`src/rtl/fpec_pkg.sv`:
```
// package for the program and erase command sequencer
// Notes on behaviour
// - 12h always takes a 32-bit address
// - 32h programs up to 256 bytes, quad
// - quad program needs write enable latch set
// - quad program otherwise equals page program
// - 34h always takes a 32-bit address
// - 20h erases a 4 KB sector
// - erases need write enable latch set
// - chip select rises on byte boundary, else discard
// - chip select rise starts self-timed busy cycle
// - erase completion clears write enable latch
// - protected targets are never erased
// - 21h always takes a 32-bit address
// - 52h erases a 32 KB block
// - d8h erases a 64 KB block
// - 4-byte mode widens plain opcodes' address
// - program address wraps inside 256-byte page
// - program completion clears latch, busy meanwhile
package fpec_pkg;
	localparam logic [7:0] OP_PROG = 8'h02;
	localparam logic [7:0] OP_PROG4 = 8'h12;
	localparam logic [7:0] OP_QPROG = 8'h32;
	localparam logic [7:0] OP_QPROG4 = 8'h34;
	localparam logic [7:0] OP_SE = 8'h20;
	localparam logic [7:0] OP_SE4 = 8'h21;
	localparam logic [7:0] OP_BE32 = 8'h52;
	localparam logic [7:0] OP_BE64 = 8'hd8;
	localparam logic [5:0] ADDR_BITS_3B = 6'h18;
	localparam logic [5:0] ADDR_BITS_4B = 6'h20;
	localparam logic [3:0] OPC_BITS = 4'h8;
	localparam logic [9:0] BLOCKS_TOTAL = 10'h200;
	localparam int CORE_MHZ = 50;
	localparam int PROG_TIME_US = 400;
	localparam int SECTOR_ERASE_TIME_US = 45000;
	localparam int SMALL_BLOCK_ERASE_TIME_US = 120000;
	localparam int LARGE_BLOCK_ERASE_TIME_US = 150000;
	localparam int PROG_CYC = PROG_TIME_US * CORE_MHZ;
	localparam int SE_CYC = SECTOR_ERASE_TIME_US * CORE_MHZ;
	localparam int BE32_CYC = SMALL_BLOCK_ERASE_TIME_US * CORE_MHZ;
	localparam int BE64_CYC = LARGE_BLOCK_ERASE_TIME_US * CORE_MHZ;
	typedef enum logic [2:0] {K_NONE, K_PROG, K_SE, K_BE32, K_BE64} fpec_kind_t;
	typedef struct packed {
		logic cs_n;
		logic sclk;
		logic [3:0] io;
	} fpec_pins_t;
	typedef struct packed {
		logic protect_complement;
		logic protect_top_bottom;
		logic [3:0] level;
	} fpec_prot_t;
	typedef struct packed {
		logic valid;
		fpec_kind_t kind;
		logic [31:0] addr;
	} fpec_cmd_t;
	typedef struct packed {
		logic valid;
		logic [7:0] idx;
		logic [7:0] data;
	} fpec_wr_t;
endpackage

```
`src/rtl/fpec_core.sv`:
```
// program and erase command sequencer for one flash die
`timescale 1ns/1ns
module fpec_core #(
	parameter int PROG_CYCLES = fpec_pkg::PROG_CYC,
	parameter int SE_CYCLES = fpec_pkg::SE_CYC,
	parameter int BE32_CYCLES = fpec_pkg::BE32_CYC,
	parameter int BE64_CYCLES = fpec_pkg::BE64_CYC
) (
	input wire logic i_core_clk,
	input wire logic i_srst,
	input wire fpec_pkg::fpec_pins_t i_pins,
	input wire logic i_addr4_mode,
	input wire logic i_wel_set,
	input wire logic i_wel_clr,
	input wire fpec_pkg::fpec_prot_t i_prot,
	input wire logic i_lock_hit,
	output logic o_busy,
	output logic o_write_enable_latch,
	output logic [31:0] o_target_addr,
	output fpec_pkg::fpec_cmd_t o_cmd,
	output fpec_pkg::fpec_wr_t o_wr
);
	import fpec_pkg::*;

	typedef enum logic [2:0] {S_IDLE, S_OPC, S_ADDR, S_DATA, S_DONE, S_SKIP} fpec_state_t;

	// ==========================================
	// decoding
	function automatic fpec_kind_t op_kind(input logic [7:0] op);
		unique case (op)
			OP_PROG, OP_PROG4, OP_QPROG, OP_QPROG4: op_kind = K_PROG;
			OP_SE, OP_SE4: op_kind = K_SE;
			OP_BE32: op_kind = K_BE32;
			OP_BE64: op_kind = K_BE64;
			default: op_kind = K_NONE;
		endcase
	endfunction

	function automatic logic op_force4(input logic [7:0] op);
		op_force4 = (op == OP_PROG4) || (op == OP_QPROG4) || (op == OP_SE4);
	endfunction

	function automatic logic is_protected(input fpec_prot_t p, input logic [31:0] a);
		logic [9:0] n;
		logic [9:0] blk;
		logic hit;
		n = (p.level == 4'h0) ? 10'h000 : (p.level >= 4'ha) ? BLOCKS_TOTAL : 10'(10'h001 << (p.level - 4'h1));
		blk = {1'b0, a[24:16]};
		hit = p.protect_top_bottom ? (blk < n) : (blk >= BLOCKS_TOTAL - n);
		is_protected = hit ^ p.protect_complement;
	endfunction

	// ==========================================
	// pin synchronisers
	fpec_pins_t s1_q, s2_q, s3_q;
	always_ff @(posedge i_core_clk)
	begin
		s1_q <= i_pins;
		s2_q <= s1_q;
		s3_q <= s2_q;
	end
	wire sclk_rise = s2_q.sclk & ~s3_q.sclk & ~s2_q.cs_n;
	wire cs_fall = ~s2_q.cs_n & s3_q.cs_n;
	wire cs_rise = s2_q.cs_n & ~s3_q.cs_n;

	// ==========================================
	// frame shifter
	fpec_state_t st_q;
	logic [7:0] op_q;
	logic [5:0] cnt_q;
	logic [5:0] addr_need_q;
	logic [31:0] addr_q;
	logic [7:0] sh_q;
	logic [7:0] idx_q;
	logic got_byte_q;
	logic quad_q;
	wire [7:0] op_next = {op_q[6:0], s2_q.io[0]};
	wire [7:0] sh_next = quad_q ? {sh_q[3:0], s2_q.io} : {sh_q[6:0], s2_q.io[0]};
	wire [5:0] byte_clks = quad_q ? 6'h02 : 6'h08;

	always_ff @(posedge i_core_clk)
	begin
		if (i_srst || cs_fall || s2_q.cs_n)
		begin
			st_q <= s2_q.cs_n ? S_IDLE : S_OPC;
			cnt_q <= 6'h00;
			got_byte_q <= 1'b0;
			o_wr <= '0;
			if (i_srst)
				addr_q <= 32'h0000_0000;
		end
		else
		begin
			o_wr.valid <= 1'b0;
			if (sclk_rise)
			begin
				unique case (st_q)
					S_OPC:
					begin
						op_q <= op_next;
						cnt_q <= cnt_q + 6'h01;
						if (cnt_q == 6'(OPC_BITS - 4'h1))
						begin
							cnt_q <= 6'h00;
							quad_q <= (op_next == OP_QPROG) || (op_next == OP_QPROG4);
							addr_need_q <= (op_force4(op_next) || i_addr4_mode) ? ADDR_BITS_4B : ADDR_BITS_3B;
							st_q <= (op_kind(op_next) == K_NONE || o_busy) ? S_SKIP : S_ADDR;
						end
					end
					S_ADDR:
					begin
						addr_q <= {addr_q[30:0], s2_q.io[0]};
						cnt_q <= cnt_q + 6'h01;
						if (cnt_q == addr_need_q - 6'h01)
						begin
							cnt_q <= 6'h00;
							if (addr_need_q == ADDR_BITS_3B)
								addr_q <= {8'h00, addr_q[22:0], s2_q.io[0]};
							idx_q <= {addr_q[6:0], s2_q.io[0]};
							st_q <= (op_kind(op_q) == K_PROG) ? S_DATA : S_DONE;
						end
					end
					S_DATA:
					begin
						sh_q <= sh_next;
						cnt_q <= cnt_q + 6'h01;
						if (cnt_q == byte_clks - 6'h01)
						begin
							cnt_q <= 6'h00;
							got_byte_q <= 1'b1;
							o_wr <= '{valid: 1'b1, idx: idx_q, data: sh_next};
							idx_q <= idx_q + 8'h01;
						end
					end
					S_DONE: st_q <= S_SKIP;
					default: st_q <= S_SKIP;
				endcase
			end
		end
	end

	// ==========================================
	// commit check on chip select rise
	fpec_kind_t kind_w;
	logic frame_ok;
	logic prot_hit;
	always_comb
	begin
		kind_w = op_kind(op_q);
		frame_ok = (st_q == S_DONE) || (st_q == S_DATA && cnt_q == 6'h00 && got_byte_q);
		prot_hit = is_protected(i_prot, addr_q) || i_lock_hit;
	end
	wire start = cs_rise && frame_ok && o_write_enable_latch && !o_busy && !prot_hit;

	always_ff @(posedge i_core_clk)
	begin
		if (i_srst)
			o_target_addr <= 32'h0000_0000;
		else
			o_target_addr <= addr_q;
	end

	always_ff @(posedge i_core_clk)
	begin
		if (i_srst)
			o_cmd <= '0;
		else
		begin
			o_cmd.valid <= start;
			if (start)
			begin
				o_cmd.kind <= kind_w;
				unique case (kind_w)
					K_SE: o_cmd.addr <= {addr_q[31:12], 12'h000};
					K_BE32: o_cmd.addr <= {addr_q[31:15], 15'h0000};
					K_BE64: o_cmd.addr <= {addr_q[31:16], 16'h0000};
					default: o_cmd.addr <= {addr_q[31:8], 8'h00};
				endcase
			end
		end
	end

	// ==========================================
	// self-timed busy cycle
	logic [31:0] busy_cnt_q;
	always_ff @(posedge i_core_clk)
	begin
		if (i_srst)
		begin
			o_busy <= 1'b0;
			busy_cnt_q <= 32'h0000_0000;
		end
		else if (start)
		begin
			o_busy <= 1'b1;
			unique case (kind_w)
				K_SE: busy_cnt_q <= 32'(SE_CYCLES);
				K_BE32: busy_cnt_q <= 32'(BE32_CYCLES);
				K_BE64: busy_cnt_q <= 32'(BE64_CYCLES);
				default: busy_cnt_q <= 32'(PROG_CYCLES);
			endcase
		end
		else if (o_busy)
		begin
			busy_cnt_q <= busy_cnt_q - 32'h0000_0001;
			if (busy_cnt_q <= 32'h0000_0001)
				o_busy <= 1'b0;
		end
	end
	wire done = o_busy && busy_cnt_q <= 32'h0000_0001;

	// ==========================================
	// write enable latch, set wins over clear
	always_ff @(posedge i_core_clk)
	begin
		if (i_srst)
			o_write_enable_latch <= 1'b0;
		else if (i_wel_set)
			o_write_enable_latch <= 1'b1;
		else if (done || i_wel_clr)
			o_write_enable_latch <= 1'b0;
	end

	// ==========================================
	// checks
	start_busy_a: assert property (@(posedge i_core_clk) disable iff (i_srst)
		start |=> o_busy && o_cmd.valid) else $error("busy not raised after start");
	busy_hold_a: assert property (@(posedge i_core_clk) disable iff (i_srst)
		o_busy && busy_cnt_q > 32'h0000_0001 |=> o_busy) else $error("busy dropped early");
	wel_clear_a: assert property (@(posedge i_core_clk) disable iff (i_srst)
		$fell(o_busy) && !$past(i_wel_set) |-> !o_write_enable_latch) else $error("latch kept after cycle");
	wel_needed_a: assert property (@(posedge i_core_clk) disable iff (i_srst)
		o_cmd.valid |-> $past(o_write_enable_latch)) else $error("command without latch");
	busy_ignore_a: assert property (@(posedge i_core_clk) disable iff (i_srst)
		o_cmd.valid |-> !$past(o_busy)) else $error("command accepted while busy");
	protect_a: assert property (@(posedge i_core_clk) disable iff (i_srst)
		o_cmd.valid |-> !$past(prot_hit)) else $error("protected target executed");
	four_byte_a: assert property (@(posedge i_core_clk) disable iff (i_srst)
		st_q == S_ADDR && op_force4(op_q) |-> addr_need_q == ADDR_BITS_4B) else $error("short address");
	mode_len_a: assert property (@(posedge i_core_clk) disable iff (i_srst)
		sclk_rise && st_q == S_OPC && cnt_q == 6'h07 && i_addr4_mode ##1 st_q == S_ADDR
		|-> addr_need_q == ADDR_BITS_4B) else $error("mode ignored");
	frame_a: assert property (@(posedge i_core_clk) disable iff (i_srst)
		o_cmd.valid |-> $past(st_q) == S_DONE || $past(st_q) == S_DATA && $past(cnt_q) == 6'h00)
		else $error("bad framing accepted");
	sector_align_a: assert property (@(posedge i_core_clk) disable iff (i_srst)
		o_cmd.valid && o_cmd.kind == K_SE |-> o_cmd.addr[11:0] == 12'h000) else $error("sector misaligned");
	prog_c: cover property (@(posedge i_core_clk) disable iff (i_srst) o_cmd.valid && o_cmd.kind == K_PROG);
	quad_c: cover property (@(posedge i_core_clk) disable iff (i_srst) o_wr.valid && quad_q);
	erase_c: cover property (@(posedge i_core_clk) disable iff (i_srst) o_cmd.valid && o_cmd.kind == K_BE64);
	done_c: cover property (@(posedge i_core_clk) disable iff (i_srst) $fell(o_busy));
endmodule

```
`config.mk`:
```
export PLATFORM = sky130hd
export DESIGN_NAME = fpec_core
export DESIGN_NICKNAME = d
export VERILOG_FILES = /design/src/rtl/fpec_pkg.sv /design/src/rtl/fpec_core.sv
export SDC_FILE = /design/constraint.sdc
export NUM_CORES = 1
export LEC_CHECK = 0
export ABC_AREA = 1
export BUFFER_PORTS_ARGS = -buffer_cell sky130_fd_sc_hd__buf_2
export CAP_MARGIN = 20
export CORE_AREA = 4 4 129 131
export DETAILED_ROUTE_END_ITERATION = 16
export DIE_AREA = 0 0 133 135
export PLACE_DENSITY = 0.78
export REMOVE_ABC_BUFFERS = 1
export SLEW_MARGIN = 25
export SYNTH_ARGS = -nofsm -noshare
export SYNTH_HDL_FRONTEND = slang
export SYNTH_SLANG_ARGS = --single-unit
```
`constraint.sdc`:
```
create_clock -name i_core_clk -period 4 [get_ports i_core_clk]
set_clock_uncertainty 0.05 [all_clocks]
set_input_delay 0 -clock i_core_clk [delete_from_list [all_inputs] [get_ports i_core_clk]]
set_output_delay 0 -clock i_core_clk [all_outputs]
set_load 0.05 [all_outputs]
```
* Yosys cells after proc, flatten, opt, wreduce, memory -nomap -nowiden
Cells that the tools add are included.
** Storage, ports and cells
- Bits in latches :: 0
- Bits in read-only memories :: 0
- Memories kept :: 0
- Word-level logic and storage cells :: 171
- Bits in registers :: 205
- Bits in writable memories :: 0
- Output and inout port bits :: 87
- Bits of input ports :: 18
** Operators by class
- Shifts and indexed selects :: 1
- Bitwise logic cells :: 11
- Add/sub/neg operators :: 7
- Muxes and demuxes :: 47
- Equal/unequal tests :: 33
- $lt $le $gt $ge :: 4
- Reduce and logical (&&, ||, !) cells :: 41
- Divide/modulo/power cells :: 0
- Multiply operators :: 0
** Operators by type and width (count)
- 32-bit 2-to-1 mux :: 8
- 23-bit case mux with 3 select lines :: 1
- 8-bit by 6-bit equality test with 1-bit output (second input constant) :: 8
- 16-bit case mux with 3 select lines :: 1
- 3-bit 2-to-1 mux :: 14
- 32-bit by 1-bit less-or-equal comparator with 1-bit output (second input constant) :: 1
- 32-bit by 1-bit subtractor with 32-bit output (second input constant) :: 1
- 6-bit 2-to-1 mux :: 4
- 8-bit 2-to-1 mux :: 3
- 3-bit case mux with 4 select lines :: 2
- 10-bit 2-to-1 mux :: 2
- 6-bit case mux with 3 select lines :: 1
- 17-bit 2-to-1 mux :: 1
- 8-bit by 2-bit equality test with 1-bit output (second input constant) :: 2
- 8-bit by 5-bit equality test with 1-bit output (second input constant) :: 2
- 8-bit by 7-bit equality test with 1-bit output (second input constant) :: 2
- 8-bit equality test (second input constant) :: 2
- 8-bit case mux with 2 select lines :: 1
- 3-bit by 2-bit equality test with 1-bit output (second input constant) :: 4
- 6-bit equality test :: 2
- 9-bit by 10-bit >= comparator with 1-bit output :: 1
- 1-bit logical OR :: 10
- 9-bit by 10-bit < comparator with 1-bit output :: 1
- 2-bit nonzero test :: 5
- 33 further kinds :: 65

* Depth between registers and ports, before layout
Gate-level depths: netlist of run 1.
- Depth after elaboration :: 14
- Mapped depth :: 26
- Mapped depth without buffers :: 25

* Worst setup path before layout of run 1
Ideal clock, no wire load.
- Kind :: reg-to-reg
- From :: register st_q[2]
- To :: register addr_q[0] (enable)
- Setup slack :: 0.422 ns
- Arrival time :: 3.062 ns
- Clock period less this slack :: 3.578 ns
- Required time :: 3.484 ns
- Cell stages (with the launch flop) :: 6
- Setup time :: 0.466 ns
- Buffers on the path :: 0
- Cell sequence :: edfxtp_1 > inv_1 > nand2_1 > nor2_1 > inv_1 > o21ai_0
** On the way
- Word-level cells in the longest chain between the ends :: 3
** RTL lines
- start, declared :: RTL line fpec_core.sv:68 : fpec_state_t st_q;
- start signal, assigned :: RTL line fpec_core.sv:85 : st_q <= s2_q.cs_n ? S_IDLE : S_OPC;
- start signal, assigned :: RTL line fpec_core.sv:107 : st_q <= (op_kind(op_next) == K_NONE || o_busy) ? S_SKIP : S_ADDR;
- start signal, assigned :: RTL line fpec_core.sv:120 : st_q <= (op_kind(op_q) == K_PROG) ? S_DATA : S_DONE;
- 3-bit by 2-bit equality test with 1-bit output :: RTL line fpec_core.sv:97 : unique case (st_q)
- 2-bit nonzero test (no source line)
- 2-bit AND reduction (no source line)
- end signal, assigned :: RTL line fpec_core.sv:112 : addr_q <= {addr_q[30:0], s2_q.io[0]};
- end signal, assigned :: RTL line fpec_core.sv:118 : addr_q <= {8'h00, addr_q[22:0], s2_q.io[0]};
- end, declared :: RTL line fpec_core.sv:72 : logic [31:0] addr_q;
No other way between the ends.
A chain may end at the register's enable or synchronous reset.

* Worst setup path after layout of run 1
- From :: input port i_prot[2] (netlist name)
- To :: register busy_cnt_q[12]
** On the way
- Word-level cells in the longest chain between the ends :: 12
- Elaborated cells between the ends (all ways) :: 16
- Those cells by class :: 2 x add/sub; 3 x order compare; 1 x shift; 4 x mux; 1 x bitwise; 5 x reduce/logical
** RTL lines
- start, declared :: RTL line fpec_core.sv:15 : input wire fpec_pkg::fpec_prot_t i_prot,
- 4-bit by 1-bit subtractor with 4-bit output :: RTL line fpec_core.sv:47 : n = (p.level == 4'h0) ? 10'h000 : (p.level >= 4'ha) ? BLOCKS_TOTAL : 10'(10'h001 << (p.level - 4'h1));
- 1-bit by 4-bit left shift with 10-bit output :: RTL line fpec_core.sv:47
- 10-bit 2-to-1 mux :: RTL line fpec_core.sv:47
- 10-bit 2-to-1 mux * :: RTL line fpec_core.sv:47
- 10-bit subtractor :: RTL line fpec_core.sv:49 : hit = p.protect_top_bottom ? (blk < n) : (blk >= BLOCKS_TOTAL - n);
- 9-bit by 10-bit >= comparator with 1-bit output :: RTL line fpec_core.sv:49
- 1-bit 2-to-1 mux * :: RTL line fpec_core.sv:49
- 1-bit bitwise XOR * :: RTL line fpec_core.sv:50 : is_protected = hit ^ p.protect_complement;
- 1-bit logical OR * :: RTL line fpec_core.sv:151 : prot_hit = is_protected(i_prot, addr_q) || i_lock_hit;
- 1-bit zero test * :: RTL line fpec_core.sv:153 : wire start = cs_rise && frame_ok && o_write_enable_latch && !o_busy && !prot_hit;
- 1-bit logical AND * :: RTL line fpec_core.sv:153
- 32-bit 2-to-1 mux or 2-bit nonzero test (tied branches)
- end signal, assigned :: RTL line fpec_core.sv:197 : K_SE: busy_cnt_q <= 32'(SE_CYCLES);
- end signal, assigned :: RTL line fpec_core.sv:198 : K_BE32: busy_cnt_q <= 32'(BE32_CYCLES);
- end signal, assigned :: RTL line fpec_core.sv:199 : K_BE64: busy_cnt_q <= 32'(BE64_CYCLES);
- end, declared :: RTL line fpec_core.sv:185 : logic [31:0] busy_cnt_q;
Mark *: on every way between the ends. The rest lies on a longest branch, timed or not.

==> impl_metrics.tcl, run 1 <==
set metrics [dict create \
    vias 7235 \
    dr.pass1.iters 5 \
    fin_nets 1214 \
    ant_nets 0 \
    fin_area_um2 10100 \
    final_common_cell "nand2_1" \
    status "completed" \
    yosysUniqueCellTypes 47 \
    synthesis.yosys.warnings 0 \
    clock_latency_ns 0.43 \
    final_layout_size_suffix_gt1_frac 0.152 \
    hold_path_class "input pin to register" \
    ir_drop_mv 0.307 \
    synthArstFlopShare 0 \
    crit_required_ns 4.27 \
    synthSimpleGateAreaFrac 0.236 \
    path_class "input pin to register" \
    preCtsSetupSlack_ns 0.811 \
    critPathArrivalTime_ns 3.05 \
    yosys.area.top_type "dfxtp_1" \
    fillers 1306 \
    avgSynthCellArea_um2 8.21 \
    gp_congestion 0.886 \
    synthXorXnorAreaFrac 0.0299 \
    p_leak_nw 4.74 \
    ys.flop_type "dfxtp_1" \
    first_iter_violations 613 \
    post_dp_cell_area_um2 9400 \
    clockRootBuffer "clkbuf_16" \
    synth_seq_area_share 0.509 \
    synthAdderAreaFrac 0.0342 \
    syn-cell-area_um2 8780 \
    syn_to_final_growth_pct 14.7 \
    cp_num_buf_inv 5 \
    relSlewSlack 0.466 \
    fin_crit_ns 2.78 \
    synthMuxAreaShare 0 \
    tritoncts "done" \
    end_kind "register" \
    start_kind "input pin" \
    powerDensity_nw_per_um2 414 \
    clock-sinks 193 \
    ios 105 \
    crit_fanout 23 \
    gr-total-overflow 0 \
    die_h_um 135 \
    maxSlewViolCount 0 \
    drc 0 \
    core-area_um2 15600 \
    maxCapViolCount 0 \
    setup_viol 0 \
    cpPeakStageDelay_ns 0.34 \
    yosysTopAreaCellShare 0.301 \
    grt_pass1_vias 6607 \
    portBuffers 96 \
    grt_pass1_wl_um 32200 \
    cpLargestDelayFamily "simple AND/OR/NAND/NOR gates" \
    period_share 0.694 \
    regArea_um2 4470 \
    wl_per_cell_um 13.8 \
    timing.fmax_ghz 0.360 \
    post_cts_buffers 0 \
    synth_top_family_by_area "simple AND/OR/NAND/NOR gates" \
    rows 46 \
    die_width_um 133 \
    ctsHtreeMaxLevel 4 \
    dpl.hpwl_um 13500 \
    synth-edff-count 61 \
    synth_area_leaders "dfxtp_1, edfxtp_1, nand2_1, inv_1, nor2_1" \
    clock_path_buffers 2 \
    ys_ff_latch 193 \
    crit_top_cell "nor2_1" \
    drt_wl_total_um 19400 \
    mostFrequentLayoutCells "nand2_1, inv_1, nor2_1, dfxtp_1, buf_2" \
    start_util 0.563 \
    grt.total_usage 0.220 \
    finalHoldViolCount 0 \
    antenna_found_initial 0 \
    routed_via_density 5.16 \
    path_clk_slew_ns 0.07 \
    rsz0062_at_grt "no" \
    cts_buffers 17 \
    die_area_um2 18000 \
    cpMaxStageDelayCell "nand2_4" \
    setup_ws_ns 1.22 \
    worstMarginPinSlew_ns 0.795 \
    synthCells 1070 \
    n_antenna_cell 0 \
    synth_compound_area_frac 0.0957 \
    multi_input_area_um2 3520 \
    path_cells "buf_2, nor2_2, inv_1, nor2_1, inv_1, ha_1, inv_1, nor2_1, o21ai_0, o21ai_0, ha_1, nand2_1, nor2_1, nand2_1, nand3_1, nand2_1, nand3_1, nand2_1, nand2_2, nand3_4, nand2_4, inv_2, nor2_1, nor2_1" \
    grt_max_degree 60 \
]
==> flip-flops by register name, summed over array words and instances (netlist names) <==
name                  count
s1_q                      6
st_q                      3
op_q                      8
got_byte_q                1
op_next                   1
busy_cnt_q               32
s3_q                      2
o_wr                     17
idx_q                     8
o_write_enable_latch      1
o_cmd                    28
addr_need_q               2
quad_q                    1
cnt_q                     6
addr_q                   32
o_target_addr            32
sh_q                      7
s2_q                      5
o_busy                    1
==> kinds of logic after synthesis <==
logic type / count (synthesis)
flip-flops: 193
buffers and inverters: 197
other: 1
AO/OA/AOI/OAI: 150
AND/OR/NAND/NOR: 475
XOR/XNOR: 30
adder cells (fa/ha/maj): 24
==> power breakdown <==
part           internal, mW  switching [mW]  leakage [nW]
logic                 0.104           0.267          2.75
registers              2.08          0.0292          1.71
clock network         0.928           0.758         0.278
total                  3.11            1.05          4.74
==> worst paths after layout <==
path	start	to	slack, ns	depth (start not counted)
worst max-delay path	i_prot[2]	busy_cnt_q[12]$_SDFFE_PP0P_	1.22	24
worst min-delay path	i_prot[5]	busy_cnt_q[14]$_SDFFE_PP0P_	0.05	5
worst max register to register	busy_cnt_q[0]$_SDFFE_PP0P_	o_write_enable_latch$_SDFFE_PP0P_	1.37	12
worst min register to register	s1_q[5]$_DFF_P_	s2_q[5]$_DFF_P_	0.28	0
==> per-stage QoR <==
step / setup TNS [ns] / power [mW] / cells / util / hold WS [ns]
after global routing: 0 / 4.32 / 1401 / 0.646 / 0.0910
final: 0 / 4.17 / 1401 / 0.646 / 0.0462
after global placement: 0 / 2.51 / 1360 / 0.603 / 0.0527
after detailed placement: 0 / 2.52 / 1360 / 0.603 / 0.0536
after floorplan: -11.01 / 2.42 / 1041 / - / -0.0223
after CTS: 0 / 4.19 / 1401 / 0.646 / 0.0448
==> metal layers <==
metal | GRT usage | share of wire
met5 | 0 | 0
met4 | 0.0762 | 0.019
met3 | 0.0361 | 0.065
met2 | 0.341 | 0.45
met1 | 0.314 | 0.46
==> tightest hold or removal path, cell delays in order <==
cell	delay, ns
buf_2	0.10
nand2_2	0.08
nand4_1	0.11
nand3_2	0.08
a21oi_1	0.11
==> cells in the mapped netlist, types with 3 or more instances <==
cell	instances
nand2_1	202
inv_1	155
nor2_1	151
dfxtp_1	132
o21ai_0	70
edfxtp_1	61
nand3_1	45
a21oi_1	30
ha_1	24
xor2_1	23
nor3_1	17
o21ai_1	17
nand4_1	16
clkbuf_1	15
buf_4	9
o211ai_1	9
o21ai_2	9
nor2_2	7
or2_2	7
xnor2_1	7
buf_6	6
buf_2	5
nor4_1	5
a31oi_1	4
nand2_2	4
nand3b_1	4
a211oi_1	3
nand2_4	3
nand3_2	3
nor2_4	3
o22ai_1	3
==> cell type report <==
type | instances | share of cell area
sequential | 193 | 0.444
clock buffer | 17 | 0.0422
tap | 216 | 0.0268
timing repair buffer | 112 | 0.0618
clock inverter | 15 | 0.0155
multi-input combinational | 687 | 0.349
inverter | 161 | 0.0605
==> what timing repair did <==
action,4_1_cts,5_1_grt
hold buffers,9,0
endpoints found under the setup margin,0,0
gates resized for setup,0,0
endpoints found under the hold margin,9,0
Power figures use the tool's default switching activity.
==> run 2: changes to the inputs <==
==> constraint.sdc (replaced) <==
create_clock -name i_core_clk -period 2.8 [get_ports i_core_clk]
set_clock_uncertainty 0.05 [all_clocks]
set_input_delay 0 -clock i_core_clk [delete_from_list [all_inputs] [get_ports i_core_clk]]
set_output_delay 0 -clock i_core_clk [all_outputs]
set_load 0.05 [all_outputs]
==> run 2 against run 1 <==
Compared with the run above:
- clock power is 37% higher
- core utilization up 1.4 points
- first-iteration DRC count fell by 3.6%
- power up 41%
- count of clock-buffer cells in the layout up 6
- die area unchanged
==> impl_metrics.tcl, run 2 (synthesis results as in run 1) <==
set metrics [dict create \
    clock_latency_ns 0.44 \
    path_clk_slew_ns 0.07 \
    syn_to_final_growth_pct 17.1 \
    gp_congestion 0.923 \
    reg2regPathDepth 12 \
    timing.fmax_ghz 0.384 \
    use_met1 0.311 \
    grtUsageMet2 0.368 \
    grt_pass1_wl_um 33200 \
    setup_viol 0 \
    crit_fanout 4 \
    antenna_found_initial 0 \
    path_class "register to register" \
    period_share 0.930 \
    fin_crit_ns 2.60 \
    mostFrequentLayoutCells "nand2_1, inv_1, nor2_1, dfxtp_1, buf_2" \
    n_antenna_cell 0 \
    reg2reg_to "o_write_enable_latch$_SDFFE_PP0P_" \
    vias 7275 \
    grt_pass1_vias 6883 \
    first_iter_violations 591 \
    crit_required_ns 3.07 \
    p_leak_nw 4.87 \
    rows 46 \
    post_cts_buffers 0 \
    reg2reg_from "busy_cnt_q[0]$_SDFFE_PP0P_" \
    routed_via_density 5.11 \
    drt_wl_total_um 19800 \
    ios 105 \
    stdcell_count 1425 \
    gr-total-overflow 0 \
    clock_path_buffers 2 \
    finalHoldViolCount 0 \
    worstMarginPinSlew_ns 0.600 \
    die_h_um 135 \
    die_area_um2 18000 \
    fin_nets 1238 \
    portBuffers 96 \
    busiest_layer "met2" \
    die_width_um 133 \
    top_regs "addr_q x32, busy_cnt_q x32, o_target_addr x32" \
    cts_resized 0 \
    grt_max_degree 33 \
    start_kind "register" \
    wl_per_cell_um 13.9 \
    critPathArrivalTime_ns 2.87 \
    final_layout_size_suffix_gt1_frac 0.165 \
    clockRootBuffer "clkbuf_16" \
    dr.pass1.iters 5 \
    drc 0 \
    ctsHtreeMaxLevel 4 \
    cts_buffers 17 \
    endpoint "o_write_enable_latch$_SDFFE_PP0P_" \
    utilization 0.659 \
    rsz0062_at_grt "yes" \
    rrSetupSlack_ns 0.20 \
    core-area_um2 15600 \
    hold_path_class "input pin to register" \
    tritoncts "done" \
    status "completed" \
    maxSlewViolCount 0 \
    powerDensity_nw_per_um2 573 \
    ir_drop_mv 0.412 \
    clock-sinks 193 \
    end_kind "register" \
    startpoint "busy_cnt_q[0]$_SDFFE_PP0P_" \
    dpl.hpwl_um 14300 \
    power_mw 5.89 \
    final_common_cell "nand2_1" \
    ant_nets 0 \
    placedCellCount 1383 \
    gr-usage-met3 0.0410 \
    start_util 0.563 \
    maxCapViolCount 0 \
    grt.total_usage 0.227 \
    relSlewSlack 0.600 \
]
## run 2: how the worst min path moves through the flow
stage / cells after the start / end / slack [ns] / startpoint
detailed placement: 1 / s1_q[0]$_DFF_P_ / 0.05 / i_pins[0]
finish: 5 / busy_cnt_q[14]$_SDFFE_PP0P_ / 0.05 / i_prot[5]
global route: 5 / busy_cnt_q[14]$_SDFFE_PP0P_ / 0.08 / i_prot[5]
CTS: 5 / busy_cnt_q[14]$_SDFFE_PP0P_ / 0.03 / i_prot[5]
global placement: 1 / s1_q[4]$_DFF_P_ / 0.05 / i_pins[4]
floorplan: 0 / s1_q[0]$_DFF_P_ / -0.02 / i_pins[0]
## run 2: worst max-delay path, stage by stage, from the launching register on
cell           delay [ns]
dfxtp_1              0.34
inv_1                0.08
ha_1                 0.22
nand2_2              0.11
nor2_4               0.17
nand2_2              0.10
inv_1                0.08
nand3_1              0.16
a21oi_1              0.38
nand2_1              0.09
nand3b_1             0.09
a21oi_1              0.05
dlygate4sd3_1        0.56
## run 2: area by class of cell
| type | instances | area, µm² |
|---|---|---|
| Fill cell | 1311 | 5310 |
| Sequential cell | 193 | 4470 |
| Multi-Input combinational cell | 687 | 3520 |
| Timing Repair Buffer | 136 | 856 |
| Inverter | 161 | 609 |
| Clock buffer | 23 | 490 |
| Tap cell | 216 | 270 |
| Clock inverter | 9 | 70.1 |
## run 2: power breakdown
part | internal [mW] | total [mW] | switching (mW)
clock network | 1.26 | 2.32 | 1.06
registers | 2.98 | 3.02 | 0.0434
logic | 0.167 | 0.554 | 0.386
total | 4.40 | 5.89 | 1.49
## run 2: per-layer routing
| layer | part of all wire | vias to the layer above | wire length (µm) |
|---|---|---|---|
| met5 | 0 | - | 0 |
| li1 | - | 3668 | - |
| met1 | 0.45 | 3351 | 8930 |
| met3 | 0.066 | 22 | 1310 |
| met2 | 0.47 | 234 | 9240 |
| met4 | 0.015 | 0 | 303 |
## run 2: timing repair
action,CTS,global route
hold buffers,10,0
setup endpoints to repair,0,2
hold endpoints to repair,13,0
## run 2: per-stage QoR
stage	instance area [µm²]	setup slack [ns]	setup TNS, ns	hold WS (ns)
2_1_floorplan	8590	-1.54	-90.67	-0.0223
3_3_place_gp	9630	0.108	0	0.0517
3_5_place_dp	9630	-0.0488	-0.437	0.0536
4_1_cts	10300	0.216	0	0.0327
5_1_grt	10300	-0.00545	-0.0105	0.0799
6_report	10300	0.197	0	0.0535
==> run 3: changes to the inputs <==
--- a/config.mk
+++ b/config.mk
@@ -8,10 +8,12 @@
 export ABC_AREA = 1
 export BUFFER_PORTS_ARGS = -buffer_cell sky130_fd_sc_hd__buf_2
 export CAP_MARGIN = 20
-export CORE_AREA = 4 4 129 131
+export CELL_PAD_IN_SITES_DETAIL_PLACEMENT = 1
+export CELL_PAD_IN_SITES_GLOBAL_PLACEMENT = 1
+export CORE_AREA = 4 4 147 149
 export DETAILED_ROUTE_END_ITERATION = 16
-export DIE_AREA = 0 0 133 135
-export PLACE_DENSITY = 0.78
+export DIE_AREA = 0 0 151 153
+export PLACE_DENSITY_LB_ADDON = 0.1
 export REMOVE_ABC_BUFFERS = 1
 export SLEW_MARGIN = 25
 export SYNTH_ARGS = -nofsm -noshare
==> run 3 against run 2 <==
Compared with the run above:
- power rose by 5.2%
- die area rose by 29%
- global-route usage fell by 2.0 points
- count of clock-buffer cells in the layout fell by 6
- final cell count rose by 4.1%
- cell area rose by 1.9%
==> impl_metrics.tcl, run 3 (synthesis results as in run 1) <==
set metrics [dict create \
    first_iter_violations 358 \
    n_antenna_cell 0 \
    ios 105 \
    vias 7388 \
    start_util 0.436 \
    hold_path_class "input pin to register" \
    clock_path_buffers 2 \
    hold_path_startpoint "i_prot[5]" \
    p_leak_nw 4.92 \
    ir_drop_mv 0.499 \
    reg2reg_from "busy_cnt_q[0]$_SDFFE_PP0P_" \
    rows 52 \
    mostFrequentLayoutCells "nand2_1, inv_1, nor2_1, dfxtp_1, buf_2" \
    placedCellCount 1440 \
    powerDensity_nw_per_um2 591 \
    cp_num_buf_inv 3 \
    grt_pass1_wl_um 38400 \
    regArea_um2 4470 \
    final_layout_size_suffix_gt1_frac 0.173 \
    end_kind "register" \
    clock_latency_ns 0.43 \
    syn_to_final_growth_pct 19.3 \
    grt.total_usage 0.206 \
    dpl.hpwl_um 16700 \
    stdcell_count 1483 \
    maxCapViolCount 0 \
    status "completed" \
    core-area_um2 20200 \
    die_area_um2 23100 \
    routed_via_density 4.98 \
    antenna_found_initial 0 \
    grt_pass1_vias 7619 \
    multi_input_area_um2 3530 \
    drt_wl_total_um 23100 \
    setup_viol 0 \
    period_share 0.922 \
    crit_fanout 4 \
    maxSlewViolCount 0 \
    tritoncts "done" \
    path_clk_slew_ns 0.07 \
    gr-total-overflow 0 \
    cpMaxStageDelayCell "dlygate4sd3_1" \
    clock-sinks 193 \
    startpoint "busy_cnt_q[0]$_SDFFE_PP0P_" \
    drc 0 \
    finalHoldViolCount 0 \
    path_cells "inv_1, ha_1, nand2_2, nor2_4, nand2_2, inv_1, nand3_1, a21oi_2, nand2_1, nand3b_1, a21oi_1, dlygate4sd3_1" \
    top_regs "addr_q x32, busy_cnt_q x32, o_target_addr x32" \
    timing.fmax_ghz 0.387 \
    worstMarginPinSlew_ns 0.605 \
    path_class "register to register" \
    fin_crit_ns 2.58 \
    fin_nets 1242 \
    cpPeakStageDelay_ns 0.56 \
    cts_buffers 17 \
    clockRootBuffer "clkbuf_16" \
    rsz0062_at_grt "no" \
    ctsHtreeMaxLevel 4 \
    power_mw 6.20 \
    relSlewSlack 0.596 \
    fillers 2516 \
    critPathArrivalTime_ns 2.85 \
    die_h_um 153 \
    wl_per_cell_um 15.6 \
    crit_required_ns 3.07 \
    portBuffers 96 \
    cpLargestDelayFamily "simple AND/OR/NAND/NOR gates" \
    rrSetupSlack_ns 0.22 \
    start_kind "register" \
    die_width_um 151 \
    gp_congestion 0.875 \
    final_common_cell "nand2_1" \
    grt_max_degree 47 \
    dr.pass1.iters 5 \
    ant_nets 0 \
]
==> run 3: cell types whose count changed in the layout (fill, tap and decap cells not counted), sizes merged <==
cell,delta
buf,+4
bufinv,+2
clkbuf,-6
clkinv,+2
clkinvlp,+1
inv,+1
==> run 3: timing repair <==
item                                   in CTS  in global routing
endpoints found under the hold margin      18                  0
setup endpoints to repair                   0                 17
buffers inserted                            0                  1
hold buffers                               10                  0
resized for setup                           0                  8
==> run 3: layout make-up <==
| class | count | share of cell area |
|---|---|---|
| Tap cell | 270 | 0.0322 |
| Clock buffer | 17 | 0.0406 |
| Clock inverter | 15 | 0.0203 |
| Sequential cell | 193 | 0.427 |
| Multi-Input combinational cell | 687 | 0.337 |
| Inverter | 161 | 0.0581 |
| Timing Repair Buffer | 140 | 0.0849 |
==> run 3: path summary, 6_finish.rpt <==
check                                                          to  cells after the start
worst max-delay path            o_write_enable_latch$_SDFFE_PP0P_                     12
worst min-delay path                  busy_cnt_q[30]$_SDFFE_PP0P_                      6
worst max register to register  o_write_enable_latch$_SDFFE_PP0P_                     12
worst min register to register                    s2_q[2]$_DFF_P_                      0
==> run 3: stage by stage <==
| stage | area [µm²] | TNS, ns | util | worst slack [ns] | hold slack [ns] |
|---|---|---|---|---|---|
| floorplan | 8590 | -90.67 | - | -1.54 | -0.0223 |
| global placement | 9720 | 0 | 0.482 | 0.00212 | 0.0523 |
| detailed placement | 9720 | -2.61 | 0.482 | -0.140 | 0.0539 |
| CTS | 10500 | 0 | 0.519 | 0.146 | 0.0755 |
| global route | 10500 | 0 | 0.520 | 0.0221 | 0.123 |
| finish | 10500 | 0 | 0.520 | 0.219 | 0.0972 |
==> run 3: routing by layer <==
metal	routed length, µm	track usage	vias to the layer above
met5	0	0	-
met4	191	0.0384	0
met2	10900	0.340	113
li1	-	-	3692
met1	11300	0.286	3569
met3	783	0.0385	14
==> run 3: power by group <==
part | switching, mW | total, mW | internal [mW]
Sequential | 0.0447 | 3.02 | 2.97
Combinational | 0.405 | 0.577 | 0.172
Clock | 1.22 | 2.60 | 1.38
==> run 3: worst reg2reg max path, stage by stage, from the launching register on <==
cell and delay (ns):
dfxtp_1 0.33, inv_1 0.08, ha_1 0.24, nand2_2 0.12
nor2_4 0.17, nand2_2 0.11, inv_1 0.11, nand3_1 0.19
a21oi_2 0.28, nand2_1 0.08, nand3b_1 0.09, a21oi_1 0.06
dlygate4sd3_1 0.56
